### src/hdl/pirq_pkg.sv
// Package with the register map, field layout, reset values and page coding of the interrupt and page block.
package pirq_pkg;

  // Management register addresses.
  localparam logic [4:0] PIRQ_ISR_ADDR      = 5'h12;
  localparam logic [4:0] PIRQ_PAGE_ADDR     = 5'h13;
  localparam logic [4:0] PIRQ_PAGED_LO_ADDR = 5'h14;
  localparam logic [4:0] PIRQ_PAGED_HI_ADDR = 5'h1F;

  // Field positions inside the interrupt status and enable register.
  localparam int PIRQ_EN_LSB       = 0;
  localparam int PIRQ_EN_MSB       = 7;
  localparam int PIRQ_FLAG_BIT     = 8;
  localparam int PIRQ_UPPER_LSB    = 9;
  localparam int PIRQ_UPPER_MSB    = 15;
  localparam int PIRQ_TP_UPPER_IDX = 2;

  // Field positions inside the page choice register.
  localparam int PIRQ_PAGE_LSB = 0;
  localparam int PIRQ_PAGE_MSB = 2;

  // Values after reset.
  localparam logic [7:0]  PIRQ_EN_RESET    = 8'h00;
  localparam logic [2:0]  PIRQ_PAGE_RESET  = 3'h0;
  localparam logic [15:0] PIRQ_RDATA_RESET = 16'h0000;
  localparam logic [12:0] PIRQ_PAGE_RSVD   = 13'h0000;

  // Page field codes.
  localparam logic [2:0] PIRQ_PG_EXTENDED = 3'h0;
  localparam logic [2:0] PIRQ_PG_DIAG     = 3'h2;
  localparam logic [2:0] PIRQ_PG_TP_BASE  = 3'h4;
  localparam logic [2:0] PIRQ_PG_TP_CFG5  = 3'h5;
  localparam logic [2:0] PIRQ_PG_TP_CFG6  = 3'h6;

  // Bank reached by a paged access; none for the reserved codes.
  typedef enum logic [4:0] {
    PIRQ_BANK_NONE     = 5'b00001,
    PIRQ_BANK_EXTENDED = 5'b00010,
    PIRQ_BANK_DIAG     = 5'b00100,
    PIRQ_BANK_TP_BASE  = 5'b01000,
    PIRQ_BANK_TP_CFG   = 5'b10000
  } pirq_bank_type;

  // Maps the page field onto the bank it opens.
  function automatic pirq_bank_type pirq_page_to_bank(input logic [2:0] page);
    unique case (page)
      PIRQ_PG_EXTENDED: pirq_page_to_bank = PIRQ_BANK_EXTENDED;
      PIRQ_PG_DIAG:     pirq_page_to_bank = PIRQ_BANK_DIAG;
      PIRQ_PG_TP_BASE:  pirq_page_to_bank = PIRQ_BANK_TP_BASE;
      PIRQ_PG_TP_CFG5,
      PIRQ_PG_TP_CFG6:  pirq_page_to_bank = PIRQ_BANK_TP_CFG;
      default:          pirq_page_to_bank = PIRQ_BANK_NONE;
    endcase
  endfunction : pirq_page_to_bank

endpackage : pirq_pkg

### src/hdl/pirq_page_if.sv
// Interface that carries a management address and page field to the page decoder and its verdict back.
`timescale 1ns/1ps
interface pirq_page_if;
  logic [4:0]             addr;
  logic [2:0]             page;
  logic                   paged;
  pirq_pkg::pirq_bank_type bank;

  modport ctrl (output addr, output page, input paged, input bank);
  modport dec  (input addr, input page, output paged, output bank);
endinterface : pirq_page_if

### src/hdl/pirq_page_decode.sv
// Combinational decoder that tells whether an address is paged and which bank the page opens.
`timescale 1ns/1ps
module pirq_page_decode (
  pirq_page_if.dec pg
);

  // Only the upper window is paged; everything below it decodes the same on every page.
  always_comb begin
    pg.paged = (pg.addr >= pirq_pkg::PIRQ_PAGED_LO_ADDR) && (pg.addr <= pirq_pkg::PIRQ_PAGED_HI_ADDR);
    pg.bank  = pg.paged ? pirq_pkg::pirq_page_to_bank(pg.page) : pirq_pkg::PIRQ_BANK_NONE;
  end

endmodule : pirq_page_decode

### src/hdl/pirq_cor_flag.sv
// Sticky pending flag that clears on a read, where a new event beats the clear.
`timescale 1ns/1ps
module pirq_cor_flag (
  input  wire logic core_clk,
  input  wire logic reset,
  input  wire logic ce,
  input  wire logic set,
  input  wire logic clr,
  output logic      flag
);

  typedef struct packed {
    logic flag;
  } pirq_flag_state_type;

  pirq_flag_state_type st_q;
  pirq_flag_state_type st_d;

  // Set wins over clear so an event landing on the reading cycle stays pending.
  always_comb begin
    st_d = st_q;
    if (ce) begin
      st_d.flag = set | (st_q.flag & ~clr);
    end
  end

  // State register.
  always_ff @(posedge core_clk) begin
    if (reset) begin
      st_q <= '0;
    end else begin
      st_q <= st_d;
    end
  end

  assign flag = st_q.flag;

endmodule : pirq_cor_flag

### src/hdl/pirq_top.sv
// Interrupt status and enable register plus page choice register of the management block.
//
// Operation
// - With both PHY-control selectors zero, bit 8 flags receive-error half-full, cleared on read.
// - With either selector set, bit 8 flags a control frame, cleared on read.
// - Bit 7 is a read-write link quality interrupt enable, zero after reset.
// - Bit 6 is a read-write energy detect interrupt enable, zero after reset.
// - Bit 5 is a read-write link status change interrupt enable, zero after reset.
// - Bit 4 is a read-write speed change interrupt enable, zero after reset.
// - Bit 3 enables duplex change, or time protocol when control mode bit is one.
// - Bit 2 is a read-write autonegotiation done interrupt enable, zero after reset.
// - With selectors zero, bit 1 enables the false carrier half-full interrupt.
// - With frame config bits set, bit 1 enables either counter half-full interrupt.
// - With selectors zero, bit 0 enables the receive error half-full interrupt.
// - With either PHY-control selector set, bit 0 enables the control frame interrupt.
// - Page register bits 15 to 3 ignore writes and read as zero.
// - The page field picks the bank at addresses 14h to 1Fh only.
// - Page 2 diagnostics, 4 time base, 5 and 6 time config, 1, 3 and 7 reserved.
// - The page field resets to zero, the extended page, and is read-write.
// - In time protocol mode a pending interrupt rearms only once its status is empty.
`timescale 1ns/1ps
module pirq_top (
  input  wire logic        core_clk,
  input  wire logic        reset,
  input  wire logic        ce,
  input  wire logic [4:0]  mgmt_addr,
  input  wire logic        mgmt_rd,
  input  wire logic        mgmt_wr,
  input  wire logic [15:0] mgmt_wdata,
  input  wire logic [1:0]  second_phy_control_sel,
  input  wire logic        interrupt_control_mode,
  input  wire logic [1:0]  control_frame_config_sel,
  input  wire logic        rx_err_half_evt,
  input  wire logic        control_frame_evt,
  input  wire logic        time_protocol_evt,
  input  wire logic        time_protocol_status_avail,
  input  wire logic [6:0]  upper_pending,
  output logic [15:0]      mgmt_rdata,
  output logic             mgmt_rvalid,
  output logic             irq,
  output logic             time_protocol_pending,
  output logic [2:0]       page,
  output logic             paged_access,
  output logic [4:0]       paged_bank
);

  typedef struct packed {
    logic [7:0]              en;
    logic [2:0]              page;
    logic [15:0]             rdata;
    logic                    rvalid;
    logic                    irq;
    logic                    tp_armed;
    logic                    tp_pend;
    logic                    paged_acc;
    pirq_pkg::pirq_bank_type bank;
  } pirq_state_type;

  pirq_state_type st_q;
  pirq_state_type st_d;

  logic        isr_rd;
  logic        isr_wr;
  logic        page_rd;
  logic        page_wr;
  logic        cf_mode;
  logic        flag_set;
  logic        rx_err_half_pending;
  logic [15:0] isr_view;
  logic [7:0]  pend_vec;

  pirq_page_if pg ();

  // Access decode for the two registers held here.
  assign isr_rd  = mgmt_rd && (mgmt_addr == pirq_pkg::PIRQ_ISR_ADDR);
  assign isr_wr  = mgmt_wr && (mgmt_addr == pirq_pkg::PIRQ_ISR_ADDR);
  assign page_rd = mgmt_rd && (mgmt_addr == pirq_pkg::PIRQ_PAGE_ADDR);
  assign page_wr = mgmt_wr && (mgmt_addr == pirq_pkg::PIRQ_PAGE_ADDR);

  // The shared pending bit follows the control frame source as soon as either selector is set.
  assign cf_mode  = |second_phy_control_sel;
  assign flag_set = cf_mode ? control_frame_evt : rx_err_half_evt;

  // Pending bit 8 lives in its own sticky flag; the status read is its clear.
  pirq_cor_flag u_flag (
    .core_clk (core_clk),
    .reset    (reset),
    .ce       (ce),
    .set      (flag_set),
    .clr      (isr_rd),
    .flag     (rx_err_half_pending)
  );

  // Page decoder sees the live address and the current page.
  assign pg.addr = mgmt_addr;
  assign pg.page = st_q.page;

  pirq_page_decode u_dec (
    .pg (pg)
  );

  // Status view: upper bits come from the other sources, except that the time protocol slot is ours in that mode.
  always_comb begin
    isr_view = {upper_pending, rx_err_half_pending, st_q.en};
    if (interrupt_control_mode) begin
      isr_view[pirq_pkg::PIRQ_UPPER_LSB + pirq_pkg::PIRQ_TP_UPPER_IDX] = st_q.tp_pend;
    end
  end

  // Each enable bit i gates pending bit 8 + i; the meaning of a shared slot is set by the selectors outside.
  assign pend_vec = isr_view[pirq_pkg::PIRQ_UPPER_MSB:pirq_pkg::PIRQ_FLAG_BIT];

  // Next state of the register file and the time protocol arming.
  always_comb begin
    st_d = st_q;
    if (ce) begin
      st_d.rvalid    = mgmt_rd;
      st_d.paged_acc = (mgmt_rd || mgmt_wr) && pg.paged;
      if (mgmt_rd || mgmt_wr) begin
        st_d.bank = pg.bank;
      end
      // Unmapped or paged addresses read zero here; the banks answer on their own path.
      st_d.rdata = pirq_pkg::PIRQ_RDATA_RESET;
      if (isr_rd) begin
        st_d.rdata = isr_view;
      end else if (page_rd) begin
        st_d.rdata = {pirq_pkg::PIRQ_PAGE_RSVD, st_q.page};
      end
      if (isr_wr) begin
        st_d.en = mgmt_wdata[pirq_pkg::PIRQ_EN_MSB:pirq_pkg::PIRQ_EN_LSB];
      end
      if (page_wr) begin
        st_d.page = mgmt_wdata[pirq_pkg::PIRQ_PAGE_MSB:pirq_pkg::PIRQ_PAGE_LSB];
      end
      // One time protocol interrupt per burst of status; it rearms once the status is drained and read.
      if (interrupt_control_mode && time_protocol_evt && st_q.tp_armed) begin
        st_d.tp_pend  = 1'b1;
        st_d.tp_armed = 1'b0;
      end else begin
        if (isr_rd && interrupt_control_mode) begin
          st_d.tp_pend = 1'b0;
        end
        if (!st_q.tp_pend && !time_protocol_status_avail) begin
          st_d.tp_armed = 1'b1;
        end
      end
      st_d.irq = |(pend_vec & st_q.en);
    end
  end

  // State register; reset leaves all enables off and the extended page chosen.
  always_ff @(posedge core_clk) begin
    if (reset) begin
      st_q.en        <= pirq_pkg::PIRQ_EN_RESET;
      st_q.page      <= pirq_pkg::PIRQ_PAGE_RESET;
      st_q.rdata     <= pirq_pkg::PIRQ_RDATA_RESET;
      st_q.rvalid    <= 1'b0;
      st_q.irq       <= 1'b0;
      st_q.tp_armed  <= 1'b1;
      st_q.tp_pend   <= 1'b0;
      st_q.paged_acc <= 1'b0;
      st_q.bank      <= pirq_pkg::PIRQ_BANK_NONE;
    end else begin
      st_q <= st_d;
    end
  end

  // Outputs straight from the state register.
  assign mgmt_rdata            = st_q.rdata;
  assign mgmt_rvalid           = st_q.rvalid;
  assign irq                   = st_q.irq;
  assign time_protocol_pending = st_q.tp_pend;
  assign page                  = st_q.page;
  assign paged_access          = st_q.paged_acc;
  assign paged_bank            = st_q.bank;
endmodule : pirq_top

### config.mk
export PLATFORM = sky130hd
export DESIGN_NAME = pirq_top
export DESIGN_NICKNAME = d
export VERILOG_FILES = /design/src/hdl/pirq_pkg.sv /design/src/hdl/pirq_page_if.sv /design/src/hdl/pirq_page_decode.sv /design/src/hdl/pirq_cor_flag.sv /design/src/hdl/pirq_top.sv
export SDC_FILE = /design/constraint.sdc
export NUM_CORES = 1
export LEC_CHECK = 0
export ABC_AREA = 1
export BUFFER_PORTS_ARGS = -buffer_cell sky130_fd_sc_hd__buf_2
export CELL_PAD_IN_SITES_DETAIL_PLACEMENT = 0
export CELL_PAD_IN_SITES_GLOBAL_PLACEMENT = 1
export CORE_MARGIN = 2
export CORE_UTILIZATION = 30
export DETAILED_ROUTE_END_ITERATION = 8
export PLACE_DENSITY_LB_ADDON = 0.1
export SKIP_LAST_GASP = 1
export SLEW_MARGIN = 10
export SYNTH_ARGS = -nofsm -noshare
export SYNTH_HDL_FRONTEND = slang
export SYNTH_SLANG_ARGS = --single-unit
### constraint.sdc
create_clock -name core_clk -period 0.8 [get_ports core_clk]
set_input_delay 0.04 -clock core_clk [delete_from_list [all_inputs] [get_ports core_clk]]
set_output_delay 0.04 -clock core_clk [all_outputs]
set_load 0.1 [all_outputs]
==> results of run 1 <==
worst max path at each step:
| stage | startpoint | to | slack [ns] |
|---|---|---|---|
| global placement | mgmt_addr[3] | isr_view[7] | -0.17 |
| finish | time_protocol_pending | time_protocol_pending | -0.25 |
| CTS | time_protocol_pending | time_protocol_pending | -0.26 |
| global route | time_protocol_pending | time_protocol_pending | -0.28 |
| floorplan | time_protocol_pending | irq | -0.16 |
| detailed placement | mgmt_addr[3] | isr_view[1] | -0.19 |
worst min-delay path, cell delays in order:
cell	delay, ns
buf_2	0.08
o21ai_1	0.06
nor2_1	0.07
kinds of logic (layout without fill, tap and decap cells):
logic type             Yosys count  count (layout)  synth area share [%]
AND/OR/NAND/NOR                115             115                 30.38
flip-flops                      38              38                 41.70
AO/OA/AOI/OAI                   40              40                 11.39
XOR/XNOR                         1               1                0.4802
buffers and inverters           48             132                 16.05
Yosys cell counts:
master and instances:
nand2_1 51, dfxtp_1 38, nor2_1 35, buf_4 24, a21oi_1 22, nand3_1 14, inv_1 12, o21ai_0 8
o21ai_1 8, nand2_4 4, inv_2 3, nor2_4 3, a21oi_2 2, buf_2 2, buf_6 2, clkbuf_1 2
nand2_2 2, nand4_1 2, buf_1 1, clkinv_1 1, clkinv_4 1, nand3b_4 1, nand4_2 1, nor2_8 1
nor3_1 1, xor2_1 1
flip-flops by register name, indices dropped and copies added (netlist names), 3 cells and up:
name and flops:
page 3, isr_view 8, paged_bank 5, mgmt_rdata 16
repair_timing:
item,CTS,global route
hold buffers,7,0
hold endpoints to repair,7,0
gates resized for setup,42,22
setup buffers,6,11
endpoints found under the setup margin,35,39
pin swaps,10,13
where the power goes:
group	internal, mW	switching (mW)	leakage, nW
Sequential	1.91	0.0324	0.324
Clock	0.891	0.672	0.0566
Combinational	0.305	0.436	0.979
Total	3.11	1.14	1.36
metrics by stage:
step,TNS [ns],power [mW],utilization [%]
CTS,-3.020,4.284,49.57
detailed placement,-4.523,2.676,44.24
global placement,-4.174,2.677,44.24
finish,-2.634,4.249,52.27
global route,-3.968,4.422,52.27
floorplan,-0.4151,2.383,-
per-layer routing:
| layer | up-vias | part of all wire, % |
|---|---|---|
| li1 | 913 | - |
| met1 | 782 | 45 |
| met2 | 39 | 49 |
| met3 | 5 | 5.2 |
| met4 | 0 | 1.2 |
| met5 | - | 0 |
layout by cell type (no fill, tap or decap), types with 8 or more instances in the layout:
cell type | netlist | final
dfxtp_2 | 0 | 23
nand2_1 | 51 | 48
nand3_2 | 0 | 9
nor2_1 | 35 | 32
buf_6 | 2 | 9
buf_12 | 0 | 28
dfxtp_1 | 38 | 8
buf_4 | 24 | 32
inv_1 | 12 | 10
buf_2 | 2 | 31
a21oi_1 | 22 | 19
o21ai_1 | 8 | 11
area by class of cell:
| class | count | area [um2] | area share, % |
|---|---|---|---|
| Clock buffer | 8 | 111.4 | 3.619 |
| Inverter | 17 | 71.32 | 2.318 |
| Sequential cell | 38 | 815.8 | 26.51 |
| Multi-Input combinational cell | 156 | 857.1 | 27.86 |
| Tap cell | 75 | 93.84 | 3.050 |
| Timing Repair Buffer | 107 | 1127 | 36.64 |
==> results.py, run 1 <==
metrics = {
    "run_status": {
        "run_status": "finished with violations",
        "failing_checks": "setup timing",
    },
    "floorplanning": {
        "die_area_um2": 6721,
        "fp.dieW_um": 81.98,
        "initial_utilization_pct": 30.99,
        "die_height_um": 81.98,
        "std_cell_rows": 28,
        "ios": 70,
        "core_region_area_um2": 5886,
    },
    "grt": {
        "grt.met3_usage_pct": 3.956,
        "grt_pass1_wl_um": 7652,
        "groute.layer.met1.usage_pct": 18.32,
        "grt.total_usage_pct": 15.06,
        "grt_pass1_vias": 1690,
        "globalRouteMet2Util_pct": 25.61,
        "grt_remaining_overflow": 0,
        "grt_antenna_before_repair": 0,
        "maximum_number_of_pins_on_one_net_before_global_route_repair": 19,
        "globalRoute.busiestLayer": "met2",
    },
    "logic_synthesis": {
        "synth_seq_cells": 38,
        "area_share_of_the_largest_cell_type_after_synthesis_pct": 41.70,
        "synth_cell_type_count": 26,
        "post_synth.cell_area_avg_um2": 7.538,
        "post_synth_instance_area_um2": 1824,
        "postSynthNetCount": 284,
        "ys_seq_area_share_pct": 41.70,
        "synth.yosys.warnings": 0,
        "syn_inst": 242,
        "synth_top_cells_by_area": "dfxtp_1, nand2_1, buf_4",
        "yosysTopAreaCell": "dfxtp_1",
    },
    "sta": {
        "worst-slew-pin-transition_ns": 0.3960,
        "fin_crit_ns": 1.053,
        "finClkSkew_ns": 0.009616,
        "finalCritPeriodShare_pct": 131.7,
        "timing.fmax_mhz": 949.4,
        "final_max_slew_viol_count": 0,
        "grt_setup_unrepaired": "yes",
        "slew_headroom_pct": 73.57,
        "final-hold-violation-count": 0,
        "whs_ns": 0.003120,
        "fin_ws_ns": -0.2533,
        "setup_viol": 38,
    },
    "routing": {
        "post_drt_via_cell_ratio": 4.337,
        "via_count": 1739,
        "routedWlPerCell_um": 11.80,
        "drc_errors": 0,
        "route.final.wire_length_um": 4733,
        "dr.first_iter.drc_count": 59,
        "ant_nets": 0,
        "drt_pass1_iterations": 4,
    },
    "final_layout": {
        "post_layout_net_count": 367,
        "num-fill-cells": 587,
        "instances_no_fill": 401,
        "layout_cell_share_with_drive_strength_beyond_1_pct": 53.99,
        "layout_stage_area_growth_over_the_synthesis_result_pct": 68.66,
        "final_design_area_no_fill_um2": 3077,
        "num_antenna_cells": 0,
    },
    "worst_setup_path": {
        "cp_cell_sequence": "buf_6 -> buf_6 -> buf_12",
        "critPathMostFrequentCell": "buf_6",
        "ff2ff_setup_slack_ns": -0.12,
        "crit-reg2reg-launch": "page[1]",
        "cp_num_buf_inv": 3,
        "cp.depth": 3,
        "critical_path_peak_fanout": 2,
        "critPathSlowestCell": "dfxtp_4",
        "setup.worst_path.start_class": "flop",
        "timing.reg2reg.worst_path_depth": 4,
        "critPathTopFamily": "buffers and inverters",
        "worstSetupEndpointType": "output pin",
        "required_ns": 0.76,
        "cp.arrival_ns": 1.01,
        "biggest_cell_delay_along_the_critical_path_ns": 0.35,
        "crit_type": "flop to output pin",
        "r2r-end": "paged_bank[4]",
    },
    "power": {
        "power_density_nw_per_um2": 1381,
        "worst_ir_drop_vdd_mv": 0.6485,
        "p_leak_nw": 1.359,
    },
    "placed_design": {
        "placement.cell_area_um2": 2604,
        "gpl.final_weighted_congestion": 0.7706,
        "io_buffer_count": 59,
        "detailedPlacementHpwl_um": 3535,
        "dp_cells": 369,
        "place_worst_setup_slack_ns": -0.1866,
    },
    "min_path": {
        "hold_path.startpoint": "mgmt_wdata[5]",
        "worst_hold_endpoint": "isr_view[5]",
        "hold_class": "primary input to flop",
        "worstHoldPathCells": 3,
    },
    "clock_tree": {
        "ctsHtreeMaxLevel": 2,
        "cts.root.buffer_cell": "clkbuf_8",
        "clock_insertion_delay_worst_skew_ns": 0.29,
        "tritoncts.num_buffers": 5,
        "max-clock-path-buffers": 2,
        "numClockSinks": 38,
        "cts_tree": "built",
        "clkTransAtPathRegs_ns": 0.08,
    },
    "flow_run": {
        "cap_viol_max_count": 0,
    },
}
No activity file was read; power rests on OpenSTA's default activity.
==> run 2: changes to the inputs <==
Settings changed: CORE_MARGIN 2 to 3, CORE_UTILIZATION 30 to 34.
Clock period 0.8 ns to 1.15 ns, I/O delays scaled along.
==> run 2 against run 1 <==
  * The flow now finishes without violations
  * Critical path depth shrank 2
  * First-iteration DRC count grew 29%
  * Clock skew shrank 0.0072 ns
  * Die area shrank 6.5%
  * Wire length shrank 9.2%
  * Core utilization shrank 7.0 points
==> results.py, run 2 (synthesis results as in run 1) <==
metrics = {
    "floorplanning": {
        "core_region_area_um2": 5140,
        "die_height_um": 79.25,
        "fp.dieW_um": 79.25,
        "initial_utilization_pct": 35.49,
        "ios": 70,
        "die_area_um2": 6281,
        "std_cell_rows": 26,
    },
    "grt": {
        "grt_antenna_before_repair": 0,
        "grt_remaining_overflow": 0,
        "grt_pass1_vias": 1578,
        "grt_pass1_wl_um": 7196,
        "grt.total_usage_pct": 14.63,
        "maximum_number_of_pins_on_one_net_before_global_route_repair": 26,
    },
    "sta": {
        "final_max_slew_viol_count": 0,
        "slew_headroom_pct": 67.79,
        "final-hold-violation-count": 0,
        "finClkSkew_ns": 0.002411,
        "setup_viol": 0,
        "fin_ws_ns": 0.04534,
        "grt_setup_unrepaired": "no",
        "finalCritPeriodShare_pct": 96.06,
        "timing.fmax_mhz": 905.3,
        "whs_ns": 0.007265,
        "worst-slew-pin-transition_ns": 0.4866,
        "fin_crit_ns": 1.105,
    },
    "routing": {
        "ant_nets": 0,
        "post_drt_via_cell_ratio": 4.401,
        "via_count": 1558,
        "routedWlPerCell_um": 12.14,
        "drt_pass1_iterations": 4,
        "dr.first_iter.drc_count": 76,
        "route.final.wire_length_um": 4298,
        "drc_errors": 0,
    },
    "worst_setup_path": {
        "setup.worst_path.start_class": "flop",
        "cp_cell_sequence": "buf_2",
        "worstSetupEndpointType": "output pin",
        "crit_type": "flop to output pin",
        "cp.arrival_ns": 1.05,
        "critPathSlowestCell": "buf_2",
        "required_ns": 1.09,
        "critPathTopFamily": "buffers and inverters",
        "biggest_cell_delay_along_the_critical_path_ns": 0.43,
        "cp_num_buf_inv": 1,
        "critical_path_peak_fanout": 2,
    },
    "power": {
        "power_density_nw_per_um2": 1137,
        "p_leak_nw": 1.042,
        "worst_ir_drop_vdd_mv": 0.4714,
        "total_power_mw": 2.644,
    },
    "placed_design": {
        "place_worst_setup_slack_ns": 0.09646,
        "gpl.final_weighted_congestion": 0.7187,
        "placement.cell_area_um2": 2220,
        "detailedPlacementHpwl_um": 3253,
        "io_buffer_count": 59,
    },
    "clock_tree": {
        "cts_tree": "built",
        "numClockSinks": 38,
        "max-clock-path-buffers": 2,
        "clock_insertion_delay_worst_skew_ns": 0.28,
        "ctsHtreeMaxLevel": 2,
        "cts.root.buffer_cell": "clkbuf_8",
        "post-cts-setup-buffer-count": 0,
        "tritoncts.num_buffers": 5,
        "clkTransAtPathRegs_ns": 0.07,
    },
    "final_layout": {
        "layout_cell_share_with_drive_strength_beyond_1_pct": 31.69,
        "post_layout_net_count": 326,
        "largest_reg_flops": 16,
        "highest_count_cells_in_the_layout_ignoring_fill_and_taps": "nand2_1, buf_2, nor2_1, dfxtp_1, a21oi_1",
        "final_design_area_no_fill_um2": 2326,
        "layout_stage_area_growth_over_the_synthesis_result_pct": 27.50,
        "num_antenna_cells": 0,
        "final_common_cell": "nand2_1",
    },
    "flow_run": {
        "cap_viol_max_count": 0,
    },
    "run_status": {
        "run_status": "complete, no violations",
    },
    "min_path": {
        "hold_class": "primary input to flop",
    },
}
[run 2: cell types whose count changed in the layout (fill, tap and decap cells not counted), moves of 7 or more]
cell,change
buf_12,-15
buf_2,+11
buf_4,-27
buf_6,-9
dfxtp_1,+27
dfxtp_2,-20
dfxtp_4,-7
nand3_1,+9
nand3_2,-9
[run 2: per-stage QoR]
stage / TNS, ns / util, % / instances
after floorplan: -0.09781 / - / 242
after global placement: 0 / 43.18 / 345
after detailed placement: 0 / 43.18 / 345
after CTS: 0 / 45.06 / 354
after global routing: 0 / 45.25 / 354
final: 0 / 45.25 / 354
[run 2: where the power goes]
part | internal, mW | total [mW] | switching, mW
Combinational | 0.146 | 0.424 | 0.278
Clock | 0.418 | 0.857 | 0.439
Sequential | 1.34 | 1.36 | 0.0222
Total | 1.91 | 2.64 | 0.739
[run 2: area by class of cell]
cell class              instances  area (um2)
fillers                       583        2814
multi-input cells             156       770.7
flip-flops and latches         38       764.5
repair buffers                 66       558.0
well taps                      70       87.58
clock buffers                   7       76.32
inverters                      17       68.82
[run 2: path summary, 6_finish.rpt]
kind / start / endpoint / slack (ns) / cells after the start
worst min-delay path: mgmt_wdata[4] / isr_view[4] / 0.007 / 3
worst max-delay path: mgmt_rdata[10] / mgmt_rdata[10] / 0.05 / 1
worst min register to register: mgmt_rvalid / mgmt_rvalid / 0.46 / 2
worst max register to register: page[0] / paged_bank[4] / 0.17 / 3
[run 2: routing by layer]
layer,share of wire [%],vias to the layer above,routed length (um),global-route usage [%]
li1,-,831,-,-
met1,50,675,2130,20.03
met2,42,45,1791,22.05
met3,7.4,7,318,4.308
met4,1.3,0,57,4.639
met5,0,-,0,0
[run 2: repair_timing]
item | in CTS | in global routing
resized for setup | 0 | 4
endpoints found under the setup margin | 0 | 4
hold endpoints to repair | 2 | 0
hold buffers | 2 | 0
